## src/verilog/tcav_pkg.sv

```systemverilog
// Purpose: Shared constants and types for the transfer activation front end
// Assumes: 24-bit on-chip address space, 32-bit register bus
// Notes:   Byte offsets below are the full byte addresses on the bus
`default_nettype none
package tcav_pkg;
	// Register byte offsets
	localparam logic [31:0] OFF_SAV  = 32'h0000_0000; // Software activation vector
	localparam logic [31:0] OFF_EN   = 32'h0000_0004; // Source activation enables
	localparam logic [31:0] OFF_STAT = 32'h0000_0008; // Engine status, read only
	// Reset values
	localparam logic [7:0]  SAV_RST  = 8'h00;
	localparam logic [7:0]  EN_RST   = 8'h00;
	// Field positions
	localparam int          SW_ACTIVATE_ENABLE_BIT = 7;  // Enable bit in vector register
	localparam int          CHAIN_ENABLE_BIT  = 7;  // Chain enable in mode B
	localparam int          PER_TRANSFER_IRQ_SELECT_BIT = 6;  // Per-transfer irq select in mode B
	// Source set and table
	localparam int          N_SRC    = 8;
	localparam int          SRC_RX0  = 6;   // Serial channel 0 receive source
	// Vector numbers, entry k in bits [7k+6:7k], entry 0 has top priority
	localparam logic [55:0] SRC_VEC  = {7'd90, 7'd89, 7'd40, 7'd38,
	                                    7'd19, 7'd18, 7'd17, 7'd16};
	localparam logic [15:0] VEC_BASE = 16'h0400; // Vector table base
	localparam logic [7:0]  VEC_HI   = 8'h00;    // Upper bits of table address
	localparam logic [7:0]  RAM_HI   = 8'hff;    // Upper bits of RAM window
	localparam logic [23:0] PB_STEP  = 24'h00000c; // Parameter block length
	// Front end states
	typedef enum logic [2:0] {
		ST_IDLE = 3'b000,
		ST_VEC  = 3'b001,
		ST_PB0  = 3'b010,
		ST_PB1  = 3'b011,
		ST_PB2  = 3'b100,
		ST_XFER = 3'b101,
		ST_END  = 3'b110
	} tcav_state_t;
	// Parameter block as read from RAM
	typedef struct packed {
		logic [7:0]  mode_reg_a;
		logic [23:0] source_addr_reg;
		logic [7:0]  mode_reg_b;
		logic [23:0] dest_addr_reg;
		logic [15:0] count_reg_a;
		logic [15:0] count_reg_b;
	} tcav_param_t;
	// Memory read request
	typedef struct packed {
		logic [23:0] addr;
		logic        long_w;  // 1: 32-bit read, 0: 16-bit read
	} tcav_mreq_t;
endpackage
`default_nettype wire

```

## src/verilog/tcav_top.sv

```systemverilog
// Purpose: Activation and vector-fetch front end of a transfer controller
// Assumes: Peripheral requests and engine handshakes are on clk_i
// Notes:   AHB-Lite slave with zero wait states, always OKAY
// Function
// - Writing enable one starts; zero ignored
// - Hardware clears enable on count pending
// - Enable stays set, end irq raised
// - Seven-bit vector field, all reset zero
// - Vector field writable only while enable clear
// - Vector address is 0x0400 plus twice
// - Start on enabled irq or write
// - Enable bit steers irq CPU or controller
// - At end clear flag or enable
// - Serial receive source clears receive-full flag
// - Mask level and priorities never gate
// - Simultaneous sources served in fixed order
// - Block fields read in fixed order
// - Read vector entry, then the block
// - Vector entry fetched as two bytes
// - Irq per transfer or at count end
// - Chain continues, skips end handling
`timescale 1ns/1ns
`default_nettype none
module tcav_top (
	input  wire logic                 clk_i,
	input  wire logic                 resetn_i,
	input  wire logic                 ce_i,
	// AHB-Lite slave
	input  wire logic                 hsel_i,
	input  wire logic [31:0]          haddr_i,
	input  wire logic [1:0]           htrans_i,
	input  wire logic                 hwrite_i,
	input  wire logic [2:0]           hsize_i,
	input  wire logic [31:0]          hwdata_i,
	input  wire logic                 hready_i,
	output logic      [31:0]          hrdata_o,
	output logic                      hreadyout_o,
	output logic                      hresp_o,
	// Peripheral requests and routing
	input  wire logic [7:0]           irq_i,
	output logic      [7:0]           cpu_irq_o,
	output logic      [7:0]           flag_clr_o,
	output logic                      receive_full_flag_clr_o,
	output logic                      sw_transfer_end_irq_o,
	input  wire logic                 sw_end_ack_i,
	// On-chip RAM read port
	output logic                      mem_req_o,
	output tcav_pkg::tcav_mreq_t      mem_o,
	input  wire logic                 mem_ack_i,
	input  wire logic [31:0]          mem_rdata_i,
	// Data-move engine
	output logic                      param_valid_o,
	output tcav_pkg::tcav_param_t     param_o,
	input  wire logic                 xfer_done_i,
	input  wire logic                 count_done_i
);
	import tcav_pkg::*;

	tcav_state_t state_q;            // Front end state
	logic        sw_activate_enable_q;            // Software activation enable
	logic [6:0]  vec_q;              // Software vector number
	logic [7:0]  en_q;               // Source activation enables
	logic        sw_go_q;            // Software activation not yet taken
	logic        sw_irq_q;           // Software end interrupt pending
	logic        cur_sw_q;           // Current job came from software
	logic [2:0]  cur_src_q;          // Current hardware source
	logic [23:0] pb_addr_q;          // Current parameter block address
	logic [7:0]  flag_clr_q;         // Peripheral flag clear pulses
	tcav_param_t param_q;            // Captured parameter block
	tcav_mreq_t  mreq_q;             // Memory request address
	logic        ap_wr_q;            // Write data phase pending
	logic [31:0] ap_addr_q;          // Address of pending write
	logic [31:0] hrdata_q;           // Read data for data phase

	// Requests granted to the controller vs the CPU
	logic [7:0]  pend;
	assign pend      = irq_i & en_q & ~flag_clr_q; // A clear in flight blocks a retake
	// Once routed here, no mask or priority level is consulted
	assign cpu_irq_o = irq_i & ~en_q;

	// Fixed-priority pick, lowest index wins
	logic [2:0]  pick;
	logic        hw_any;
	always_comb begin
		pick   = 3'd0;
		hw_any = 1'b0;
		for (int k = N_SRC - 1; k >= 0; k--) begin
			if (pend[k]) begin
				pick   = 3'(k);
				hw_any = 1'b1;
			end
		end
	end

	// Vector table address per hardware source
	logic [15:0] src_vaddr [N_SRC];
	genvar g;
	generate
		for (g = 0; g < N_SRC; g++) begin : g_vec
			assign src_vaddr[g] = VEC_BASE + {8'h00, SRC_VEC[7*g+6 -: 7], 1'b0};
		end
	endgenerate
	logic [15:0] sw_vaddr;
	assign sw_vaddr = VEC_BASE + {8'h00, vec_q, 1'b0};

	// Bus decode: address phase qualifiers
	logic ap_take;
	logic wr_sav;
	logic wr_en;
	assign ap_take = hsel_i & htrans_i[1] & hready_i;
	assign wr_sav  = ap_wr_q & (ap_addr_q == OFF_SAV);
	assign wr_en   = ap_wr_q & (ap_addr_q == OFF_EN);

	// End-of-job decisions, taken only without chain
	logic chain_enable;
	logic per_transfer_irq_select;
	logic end_hit;
	logic keep_en;
	assign chain_enable    = param_q.mode_reg_b[CHAIN_ENABLE_BIT];
	assign per_transfer_irq_select   = param_q.mode_reg_b[PER_TRANSFER_IRQ_SELECT_BIT];
	assign end_hit = (state_q == ST_END) & ~chain_enable;
	assign keep_en = per_transfer_irq_select | count_done_i;

	// Bus pipeline: zero wait states, so every transfer ends in one cycle
	always_ff @(posedge clk_i or negedge resetn_i) begin
		if (!resetn_i) begin
			ap_wr_q   <= 1'b0;
			ap_addr_q <= 32'h0000_0000;
			hrdata_q  <= 32'h0000_0000;
		end else if (ce_i) begin
			ap_wr_q   <= ap_take & hwrite_i;
			ap_addr_q <= haddr_i;
			// Read data is formed at the address phase; unmapped reads 0
			if (ap_take & ~hwrite_i) begin
				case (haddr_i)
					OFF_SAV:  hrdata_q <= {24'h0, sw_activate_enable_q, vec_q};
					OFF_EN:   hrdata_q <= {24'h0, en_q};
					OFF_STAT: hrdata_q <= {24'h0, 2'b00, sw_irq_q,
					                       cur_sw_q, 1'b0, state_q};
					default:  hrdata_q <= 32'h0000_0000;
				endcase
			end
		end
	end
	assign hrdata_o    = hrdata_q;
	assign hreadyout_o = 1'b1;
	assign hresp_o     = 1'b0;

	// Software activation register
	always_ff @(posedge clk_i or negedge resetn_i) begin
		if (!resetn_i) begin
			sw_activate_enable_q <= SAV_RST[SW_ACTIVATE_ENABLE_BIT];
			vec_q   <= SAV_RST[6:0];
			sw_go_q <= 1'b0;
		end else if (ce_i) begin
			// Vector number changes only while enable is low
			if (wr_sav & ~sw_activate_enable_q)
				vec_q <= hwdata_i[6:0];
			// Hardware clear: count pending, or ack after end irq
			if ((end_hit & cur_sw_q & ~keep_en) | (sw_end_ack_i & sw_irq_q))
				sw_activate_enable_q <= 1'b0;
			// Only a one takes effect; a set wins over a clear
			if (wr_sav & hwdata_i[SW_ACTIVATE_ENABLE_BIT])
				sw_activate_enable_q <= 1'b1;
			// New activation only on a rising enable
			if (wr_sav & hwdata_i[SW_ACTIVATE_ENABLE_BIT] & ~sw_activate_enable_q)
				sw_go_q <= 1'b1;
			else if (state_q == ST_IDLE && sw_go_q)
				sw_go_q <= 1'b0;
		end
	end

	// Software end interrupt; enable stays set meanwhile
	always_ff @(posedge clk_i or negedge resetn_i) begin
		if (!resetn_i)
			sw_irq_q <= 1'b0;
		else if (ce_i) begin
			if (sw_end_ack_i)
				sw_irq_q <= 1'b0;
			if (end_hit & cur_sw_q & keep_en)
				sw_irq_q <= 1'b1;
		end
	end
	assign sw_transfer_end_irq_o = sw_irq_q;

	// Source enables; hardware clear per source, bus write wins
	generate
		for (g = 0; g < N_SRC; g++) begin : g_en
			always_ff @(posedge clk_i or negedge resetn_i) begin
				if (!resetn_i)
					en_q[g] <= EN_RST[g];
				else if (ce_i) begin
					if (wr_en)
						en_q[g] <= hwdata_i[g];
					else if (end_hit & ~cur_sw_q & keep_en && cur_src_q == 3'(g))
						en_q[g] <= 1'b0; // Further requests go to the CPU
				end
			end
		end
	endgenerate

	// Peripheral flag clear pulse when the enable is kept
	always_ff @(posedge clk_i or negedge resetn_i) begin
		if (!resetn_i)
			flag_clr_q <= 8'h00;
		else if (ce_i) begin
			flag_clr_q <= 8'h00;
			if (end_hit & ~cur_sw_q & ~keep_en)
				flag_clr_q[cur_src_q] <= 1'b1;
		end
	end
	assign flag_clr_o              = flag_clr_q;
	assign receive_full_flag_clr_o = flag_clr_q[SRC_RX0];

	// Sequencer: vector entry, then block words, then the move
	always_ff @(posedge clk_i or negedge resetn_i) begin
		if (!resetn_i) begin
			state_q   <= ST_IDLE;
			cur_sw_q  <= 1'b0;
			cur_src_q <= 3'd0;
			pb_addr_q <= 24'h000000;
			mreq_q    <= '0;
			param_q   <= '0;
		end else if (ce_i) begin
			case (state_q)
				ST_IDLE: begin
					// Software outranks all hardware sources
					if (sw_go_q) begin
						state_q  <= ST_VEC;
						cur_sw_q <= 1'b1;
						mreq_q   <= '{addr: {VEC_HI, sw_vaddr}, long_w: 1'b0};
					end else if (hw_any) begin
						state_q   <= ST_VEC;
						cur_sw_q  <= 1'b0;
						cur_src_q <= pick;
						mreq_q    <= '{addr: {VEC_HI, src_vaddr[pick]}, long_w: 1'b0};
					end
				end
				ST_VEC: begin
					// Two-byte entry, upper bits from RAM window
					if (mem_ack_i) begin
						pb_addr_q <= {RAM_HI, mem_rdata_i[15:0]};
						mreq_q    <= '{addr: {RAM_HI, mem_rdata_i[15:0]}, long_w: 1'b1};
						state_q   <= ST_PB0;
					end
				end
				ST_PB0: begin
					// Mode A with source address
					if (mem_ack_i) begin
						param_q.mode_reg_a      <= mem_rdata_i[31:24];
						param_q.source_addr_reg <= mem_rdata_i[23:0];
						mreq_q.addr             <= pb_addr_q + 24'h000004;
						state_q                 <= ST_PB1;
					end
				end
				ST_PB1: begin
					// Mode B with destination address
					if (mem_ack_i) begin
						param_q.mode_reg_b    <= mem_rdata_i[31:24];
						param_q.dest_addr_reg <= mem_rdata_i[23:0];
						mreq_q.addr           <= pb_addr_q + 24'h000008;
						state_q               <= ST_PB2;
					end
				end
				ST_PB2: begin
					// Count A then count B
					if (mem_ack_i) begin
						param_q.count_reg_a <= mem_rdata_i[31:16];
						param_q.count_reg_b <= mem_rdata_i[15:0];
						state_q             <= ST_XFER;
					end
				end
				ST_XFER: begin
					if (xfer_done_i)
						state_q <= ST_END;
				end
				ST_END: begin
					// Chain: next block directly follows
					if (chain_enable) begin
						pb_addr_q   <= pb_addr_q + PB_STEP;
						mreq_q.addr <= pb_addr_q + PB_STEP;
						state_q     <= ST_PB0;
					end else
						state_q <= ST_IDLE;
				end
				default: state_q <= ST_IDLE;
			endcase
		end
	end

	// Request is a level while fetching; address is registered
	assign mem_req_o     = (state_q == ST_VEC) | (state_q == ST_PB0) |
	                       (state_q == ST_PB1) | (state_q == ST_PB2);
	assign mem_o         = mreq_q;
	assign param_valid_o = (state_q == ST_XFER);
	assign param_o       = param_q;
endmodule
`default_nettype wire
```

## config.mk

```make
export PLATFORM = sky130hd
export DESIGN_NAME = tcav_top
export DESIGN_NICKNAME = d
export VERILOG_FILES = /design/src/verilog/tcav_pkg.sv /design/src/verilog/tcav_top.sv
export SDC_FILE = /design/constraint.sdc
export NUM_CORES = 1
export LEC_CHECK = 0
export BUFFER_PORTS_ARGS = -buffer_cell sky130_fd_sc_hd__buf_2
export CORE_MARGIN = 2
export CORE_UTILIZATION = 48
export DETAILED_ROUTE_END_ITERATION = 10
export PLACE_DENSITY = 0.76
export SYNTH_ARGS = -nofsm -noshare
export SYNTH_HDL_FRONTEND = slang
export SYNTH_SLANG_ARGS = --single-unit
```

## constraint.sdc

```tcl
create_clock -name clk_i -period 2.5 [get_ports clk_i]
set_clock_uncertainty 0.05 [all_clocks]
set_input_delay 0.375 -clock clk_i [delete_from_list [all_inputs] [get_ports clk_i]]
set_output_delay 0.375 -clock clk_i [all_outputs]
set_load 0.03 [all_outputs]
```

## Yosys cells after proc, flatten, opt, wreduce, memory -nomap -nowiden

Memories as Yosys holds them, arrays and structs flattened.
Index checks and enable logic that the tools add are counted.

| word-level totals | value |
|---|---|
| flip-flop bits (word level) | 243 |
| ROM bits | 128 |
| input bits | 119 |
| logic and storage cells | 209 |
| memories kept | 1 |

| operators by class | value |
|---|---|
| $add $sub $neg | 4 |
| magnitude comparators | 3 |
| eq/ne operators | 23 |
| mux-type cells | 65 |
| bitwise gates (word level) | 34 |
| reductions and logical operators | 51 |

Memory list:

| name | words | bits a word | read ports | clocked after memory_dff | wr ports | line | source |
|---|---|---|---|---|---|---|---|
| (no name shown) | 8 | 16 | 1 | 0 | 0 | tcav_top.sv:236 | `mreq_q <= '{addr: {VEC_HI, src_vaddr[pick]}, long_w: 1'b0};` |

Operators by type and width:

| operator | number |
|---|---|
| $pmux W24 S5 | 1 |
| $mux W24 | 4 |
| $mux W25 | 3 |
| $eq A32 B3 Y1 const B | 2 |
| $logic_not A32 Y1 | 2 |
| $add A24 B4 Y24 const B | 2 |
| $pmux W24 S2 | 1 |
| $mux W3 | 15 |
| $mux W1 | 33 |
| $eq A32 B4 Y1 const B | 1 |
| $mux W16 | 2 |
| $reduce_bool A2 Y1 | 14 |
| $reduce_and A2 Y1 | 13 |
| $add A24 B3 Y24 const B | 1 |
| $and A8 B8 Y8 | 3 |
| $pmux W8 S3 | 1 |
| $eq A3 B3 Y1 const B | 7 |
| $pmux W3 S7 | 1 |
| $and A1 B1 Y1 | 17 |
| $not A8 Y8 | 2 |
| $reduce_and A7 Y1 | 2 |
| $add A11 B8 Y12 const A | 1 |
| $eq A3 B2 Y1 const B | 4 |
| $reduce_and A3 Y1 | 4 |
| other kinds (18) | 44 |

## Logic depth before layout (Yosys ltp)

Gate-level depths: netlist of the first run.

| depth | value |
|---|---|
| depth after elaboration | 17 |
| gate-level depth with buffers | 9 |

## Worst setup path before layout of the first run

No wires, ideal clock.

| path | value |
|---|---|
| kind | reg-to-reg |
| start point | register pb_addr_q[2] |
| end point | register mreq_q (netlist bit mem_o[19]) |
| setup time | 0.127 ns |
| data arrival time | 2.126 ns |
| data required time | 2.323 ns |
| slack | 0.197 ns |
| stages on the path, launching flop included | 10 |
| buffers on the path | 1 |
| clock period less this slack | 2.303 ns |
| cell sequence | dfrtp_1 -> inv_1 -> ha_1 -> clkbuf_1 -> nand3b_1 -> or4_1 -> o21ai_1 -> nand3_1 -> a21oi_1 -> a21oi_1 |

| on the way | value |
|---|---|
| word-level cells in the longest chain between the ends | 3 |

RTL lines:

| item | line | source |
|---|---|---|
| from (decl) | tcav_top.sv:67 | `logic [23:0] pb_addr_q;` |
| from (signal assigned) | tcav_top.sv:242 | `pb_addr_q <= {RAM_HI, mem_rdata_i[15:0]};` |
| from (signal assigned) | tcav_top.sv:280 | `pb_addr_q <= pb_addr_q + PB_STEP;` |
| $add A24 B4 Y24, or another cell as far along | tcav_top.sv:281 | `mreq_q.addr <= pb_addr_q + PB_STEP;` |
| $mux W24, on equally long branches | tcav_top.sv:279, tcav_top.sv:249, tcav_top.sv:258 |  |
| $pmux W24 S5 (*) | tcav_top.sv:225 | `case (state_q)` |
| to (signal assigned) | tcav_top.sv:231 | `mreq_q <= '{addr: {VEC_HI, sw_vaddr}, long_w: 1'b0};` |
| to (signal assigned) | tcav_top.sv:236 |  |
| to (signal assigned) | tcav_top.sv:243 | `mreq_q <= '{addr: {RAM_HI, mem_rdata_i[15:0]}, long_w: 1'b1};` |
| to (decl) | tcav_top.sv:70 | `tcav_mreq_t mreq_q;` |

Every way passes the cells marked *; elsewhere a longest branch is shown, timed or not. The select of a mux whose other input is x is not followed.
A chain may end at the register's enable or synchronous reset.

## Worst setup path after layout of the first run

| path | value |
|---|---|
| start point | register pb_addr_q[3] |
| end point | register mreq_q (netlist bit mem_o[23]) |

Same word-level chain as after synthesis.

==> results of run 1 <==
[worst paths after layout]
kind,slack (ns),endpoint,from,cells past startpoint
worst min register to register,0.45,param_o[77]$_DFFE_PN0P_,param_o[77]$_DFFE_PN0P_,1
max in group asynchronous,1.31,flag_clr_o[5]$_DFFE_PN0P_,resetn_i,3
worst min-delay path,0.03,vec_q[6]$_DFFE_PN0P_,hwdata_i[6],2
worst max register to register,0.14,mem_o[23]$_DFFE_PN0P_,pb_addr_q[3]$_DFFE_PN0P_,9
min in group asynchronous,0.31,ap_addr_q[22]$_DFFE_PN0P_,resetn_i,2
worst max-delay path,0.14,mem_o[23]$_DFFE_PN0P_,pb_addr_q[3]$_DFFE_PN0P_,9
[critical path, stage by stage (launching register included)]
cell and delay, ns:
dfrtp_1 0.37, inv_1 0.11, ha_1 0.21, nand3b_1 0.25, nor4_2 0.39, buf_4 0.19
nand2_1 0.06, a31oi_1 0.18, nand4_1 0.13, mux2_2 0.28
[routing by layer]
| metal | share of wire, % | up-vias | track usage, % |
|---|---|---|---|
| met5 | 0 | - | 0 |
| met4 | 3.5 | 0 | 9.74 |
| met3 | 8.5 | 85 | 5.73 |
| met2 | 46 | 444 | 41.2 |
| met1 | 42 | 4676 | 36.0 |
| li1 | - | 4327 | - |
[stage by stage]
step / cells / hold slack [ns] / area (um2) / util, %
finish: 1649 / 0.0332 / 13800 / 59.3
global route: 1649 / 0.0210 / 13800 / 59.3
CTS: 1647 / 0.0227 / 13800 / 59.2
detailed placement: 1605 / 0.270 / 13000 / 56.0
global placement: 1605 / 0.270 / 13000 / 56.0
floorplan: 1081 / 0.0294 / 11400 / -
[cell families after synthesis]
| family | synth area share, % |
|---|---|
| compound gates | 13.8 |
| simple gates | 14.0 |
| xor+xnor | 1.54 |
| buf+inv | 5.55 |
| other cells | 0.0667 |
| flops | 48.6 |
| mux | 15.7 |
| fa+ha+maj | 0.666 |
[area by class of cell]
| cell class | instances | area [um2] |
|---|---|---|
| antenna | 2 | 5.00 |
| clock buffer | 32 | 681 |
| clock inverter | 9 | 62.6 |
| fill | 1969 | 9470 |
| inverter | 27 | 101 |
| multi-input combinational | 736 | 5280 |
| sequential | 219 | 5480 |
| tap | 319 | 399 |
| timing repair buffer | 305 | 1780 |
[cells in the mapped netlist (all sizes together) (6+ instances only)]
cell type and count:
a22o 8, xor2 6, nand3b 9, o21ai 59, a22oi 8, nor2b 15
dfrtp 219, o221ai 6, and3 8, o22ai 20, and2 6, clkbuf 30
xnor2 13, nor4 26, nor2 67, o31ai 6, mux2 150, nor3 17
a31oi 21, or3 6, or4 8, buf 69, nand2 59, o2bb2ai 6
nand2b 14, ha 6, inv 27, nand4 20, nand3 17, a21oi 56
mux2i 8
[power groups by stage]
stage          registers, mW  clock network [mW]  logic, mW
2_1_floorplan           7.35                   0       3.71
3_3_place_gp            5.73                   0       7.89
3_5_place_dp            5.80                   0       8.00
4_1_cts                 5.77                3.44       8.04
5_1_grt                 5.95                3.57       8.63
6_report                5.78                3.39       8.09
[repair_timing]
item	CTS	global route
hold buffers	1	0
endpoints found under the setup margin	0	4
endpoints found under the hold margin	48	0
setup buffers	0	0
resized for setup	0	3
[state kept, by name, indices dropped and copies added (netlist names), 3 cells and up]
name and cells:
ap_addr_q 32, cur_src_q 3, en_q 8, flag_clr_o 8, hrdata_o 8, mem_o 25, param_o 96, pb_addr_q 24
state_q 3, vec_q 7
==> impl_metrics.tcl, run 1 <==
set metrics [dict create \
    required_ns 2.86 \
    grt_use_total_pct 26.3 \
    timing.slew.headroom_pct 60.9 \
    synth-main-ff-cell "dfrtp_1" \
    wl_per_cell_um 19.9 \
    syn2layout_area_growth_pct 22.4 \
    finalHoldViolCount 0 \
    antenna_found_initial 2 \
    die_w_um 157 \
    drt_iter0_drc 693 \
    ios 294 \
    grt-ovfl-total 0 \
    port_buffers 239 \
    p_per_area_nw_per_um2 1250 \
    ant_nets 0 \
    synth_top_area_cell "dfrtp_1" \
    peakVddDrop_v 0.000924 \
    cp-end-kind "flop" \
    p_comb_share_pct 46.9 \
    synth.avg_cell_area_um2 10.7 \
    post-route-period-util_pct 94.5 \
    root_buffer "clkbuf_16" \
    path_class "flop to flop" \
    async_flop_share_pct 100 \
    synth_seq_cells 219 \
    power.switching_mw 7.62 \
    drv_slew 0 \
    status "completed" \
    synth_top_area_share_pct 48.6 \
    yosysWarnings 0 \
    gp_congestion 0.929 \
    clkSinkCount 219 \
    layout.nets 1438 \
    syn_area_um2 11300 \
    drc 0 \
    place_ws_ns 0.128 \
    internal-power_mw 9.63 \
    startpoint_type "flop" \
    fin_tns_setup_ns 0 \
    path_max_fanout 5 \
    fin_crit_ns 2.36 \
    power_leakage_nw 6.28 \
    synth-edff-count 0 \
    routed_via_density 5.78 \
    hold_path_class "input port to flop" \
    start_util_pct 48.4 \
    drv_cap 0 \
    ys_seq_area_share_pct 48.6 \
    clock.fmax_ghz 0.423 \
    grt_first_pass_wirelength_um 51400 \
    coreArea_um2 23300 \
    num_vias 9532 \
    p_seq_share_pct 33.5 \
    critPathArrivalTime_ns 2.72 \
    tightest_slew_ns 0.586 \
    power_mw 17.3 \
    clk_latency_ns 0.53 \
    grt_max_degree 61 \
    die_h_um 157 \
    synth_cells 1057 \
    finalSetupViolations 0 \
    clkTransAtPathRegs_ns 0.06 \
    die-area_um2 24700 \
    cts_tree "yes" \
    num_rows 56 \
    cts-htree-levels 1 \
    grt_pass1_vias 9410 \
    synthTopCellsByArea "dfrtp_1, mux2_2, a21oi_1" \
    synth_cell_types 78 \
    clock_power_share_pct 19.6 \
    setup_ws_ns 0.138 \
    dr.pass1.iters 5 \
    routed_wl_um 32800 \
    swShare_pct 44.2 \
    drive_gt1_share_pct 39.0 \
    numCtsBuffers 24 \
    dpl.hpwl_um 23700 \
    final_cell_mix "buf_2, dfrtp_1, mux2_2" \
    layout_commonest_cell "buf_2" \
    clockBufferDepth 3 \
]
Power figures use the tool's default switching activity.
==> run 2, diff against run 1 <==
--- a/config.mk
+++ b/config.mk
@@ -5,11 +5,12 @@
 export SDC_FILE = /design/constraint.sdc
 export NUM_CORES = 1
 export LEC_CHECK = 0
+export ABC_AREA = 1
 export BUFFER_PORTS_ARGS = -buffer_cell sky130_fd_sc_hd__buf_2
 export CORE_MARGIN = 2
 export CORE_UTILIZATION = 48
 export DETAILED_ROUTE_END_ITERATION = 10
-export PLACE_DENSITY = 0.76
+export PLACE_DENSITY = 0.77
 export SYNTH_ARGS = -nofsm -noshare
 export SYNTH_HDL_FRONTEND = slang
 export SYNTH_SLANG_ARGS = --single-unit
==> impl_metrics.tcl, run 2 <==
set metrics [dict create \
    clock_power_share_pct 23.2 \
    dpl.hpwl_um 23800 \
    r2r_setup_slack_ns 0.27 \
    grt_first_pass_wirelength_um 52700 \
    tightest_slew_ns 0.693 \
    post-route-period-util_pct 91.4 \
    async_flop_share_pct 100 \
    synth-main-ff-cell "dfrtp_1" \
    synth_top_area_share_pct 49.0 \
    coreArea_um2 22800 \
    peakVddDrop_v 0.000642 \
    power_mw 16.2 \
    numCtsBuffers 24 \
    ant_nets 0 \
    num_vias 10900 \
    timing.slew.headroom_pct 53.8 \
    die-area_um2 24600 \
    yosysWarnings 0 \
    clockBufferDepth 3 \
    swShare_pct 45.2 \
    cts-htree-levels 1 \
    ios 294 \
    synth-edff-count 0 \
    startpoint_type "flop" \
    internal-power_mw 8.88 \
    cts_tree "yes" \
    synth_cell_types 37 \
    ys_top_cells_by_count "nand2_1, dfrtp_1, o21ai_0" \
    clock.fmax_ghz 0.438 \
    synth.avg_cell_area_um2 7.57 \
    wl_per_cell_um 15.9 \
    layout_commonest_cell "nand2_1" \
    rsz0062_at_grt "no" \
    die_h_um 157 \
    place_ws_ns 0.175 \
    syn2layout_area_growth_pct 22.6 \
    synth_top_area_cell "dfrtp_1" \
    layout.nets 1856 \
    power_leakage_nw 7.30 \
    synth_seq_cells 219 \
    grt_max_degree 71 \
    antenna_found_initial 0 \
    p_per_area_nw_per_um2 1180 \
    port_buffers 239 \
    drt_iter0_drc 1103 \
    dr.pass1.iters 5 \
    status "completed" \
    final_cell_mix "nand2_1, buf_2, dfrtp_1" \
    post_cts_buffers 0 \
    path_class "flop to primary output" \
    synthTopCellsByArea "dfrtp_1, nand2_1, o21ai_0" \
    fin_tns_setup_ns 0 \
    num_rows 55 \
    finalHoldViolCount 0 \
    grt-ovfl-total 0 \
    critPathArrivalTime_ns 1.86 \
    ys_seq_area_share_pct 49.0 \
    p_comb_share_pct 43.0 \
    routed_via_density 5.28 \
    drv_cap 0 \
    start_util_pct 49.1 \
    syn_area_um2 11200 \
    finalSetupViolations 0 \
    grt_use_total_pct 26.8 \
    hold_path_class "input port to flop" \
    drive_gt1_share_pct 19.9 \
    power.switching_mw 7.34 \
    setup_ws_ns 0.216 \
    clkTransAtPathRegs_ns 0.06 \
    gp_congestion 0.946 \
    required_ns 2.08 \
    drv_slew 0 \
    routed_wl_um 32900 \
    grt_pass1_vias 10400 \
    n_fill_cell 2061 \
    path_max_fanout 6 \
    synth_cells 1479 \
    die_w_um 157 \
    clk_latency_ns 0.54 \
    largest_register_ffs 96 \
    yosysMostFrequentCell "nand2_1" \
    p_seq_share_pct 33.8 \
    fin_crit_ns 2.28 \
    root_buffer "clkbuf_16" \
    clkSinkCount 219 \
    cp-end-kind "primary output" \
    drc 0 \
]
-- run 2: cell types whose count changed after synthesis, sizes merged, moves of 22 or more --
cell	before	now
nand2	59	444
o21ai	59	210
inv	27	165
nand3	17	128
nor2	67	114
buf	69	47
mux2	150	0
nor4	26	3
-- run 2: logic make-up after synthesis --
kind of cell | after synthesis | share of synthesized area (%)
AND/OR/NAND/NOR | 728 | 27.5
AO/OA/AOI/OAI | 279 | 13.3
buffers and inverters | 244 | 9.45
flip-flops | 219 | 49.0
adder cells (fa/ha/maj) | 6 | 0.671
other | 2 | 0.0671
XOR/XNOR | 1 | 0.0783
-- run 2: repair_timing --
| item | 4_1_cts | 5_1_grt |
|---|---|---|
| gates resized for setup | 0 | 2 |
| hold buffers | 13 | 0 |
| endpoints found under the hold margin | 77 | 0 |
| endpoints found under the setup margin | 0 | 8 |
-- run 2: final cells by class --
class / count / area, um2 / share of cell area [%]
clock buffers: 33 / 704 / 5.13
inverters: 167 / 627 / 4.57
flip-flops and latches: 219 / 5480 / 39.9
diodes: 1 / 2.50 / 0.0182
repair buffers: 279 / 1610 / 11.7
multi-input cells: 1040 / 4760 / 34.7
well taps: 313 / 392 / 2.85
clock inverters: 10 / 150 / 1.09
-- run 2: per-layer routing --
metal | track usage (%) | vias to the layer above | share of wire, %
li1 | - | 5262 | -
met1 | 35.1 | 5039 | 42
met2 | 44.8 | 502 | 46
met3 | 4.60 | 81 | 8.6
met4 | 10.1 | 0 | 3.4
met5 | 0 | - | 0
-- run 2: stage by stage --
step	util, %	hold slack [ns]	instance area [um2]	cells
floorplan	-	0.0294	11300	1503
global placement	55.9	0.338	12700	2005
detailed placement	55.9	0.341	12700	2005
CTS	60.2	0.000456	13700	2061
global route	60.2	0.00298	13700	2061
finish	60.2	0.0185	13700	2062
-- run 2: power groups by stage --
stage | registers [mW] | clock network, mW | logic [mW]
floorplan | 7.19 | 0 | 2.98
global placement | 5.47 | 0 | 6.76
detailed placement | 5.51 | 0 | 6.90
CTS | 5.46 | 3.84 | 6.95
global route | 5.62 | 3.98 | 7.65
finish | 5.48 | 3.77 | 6.98
-- run 2: final timing paths --
| check | start | end | depth (start not counted) |
|---|---|---|---|
| max | state_q[1]$_DFFE_PN0P_ | mem_req_o | 7 |
| min | haddr_i[13] | ap_addr_q[13]$_DFFE_PN0P_ | 3 |
| max reg2reg | pb_addr_q[3]$_DFFE_PN0P_ | mem_o[17]$_DFFE_PN0P_ | 10 |
| min reg2reg | hrdata_o[3]$_DFFE_PN0P_ | hrdata_o[3]$_DFFE_PN0P_ | 2 |
| max in group asynchronous | resetn_i | param_o[55]$_DFFE_PN0P_ | 3 |
| min in group asynchronous | resetn_i | pb_addr_q[9]$_DFFE_PN0P_ | 2 |
-- run 2: worst max-delay path: stages, from the launching register on --
cell and delay (ns):
dfrtp_1 0.48, inv_2 0.12, nor2_2 0.15, nand2_2 0.10
nand2_1 0.13, inv_1 0.06, nand2_1 0.06, buf_2 0.22
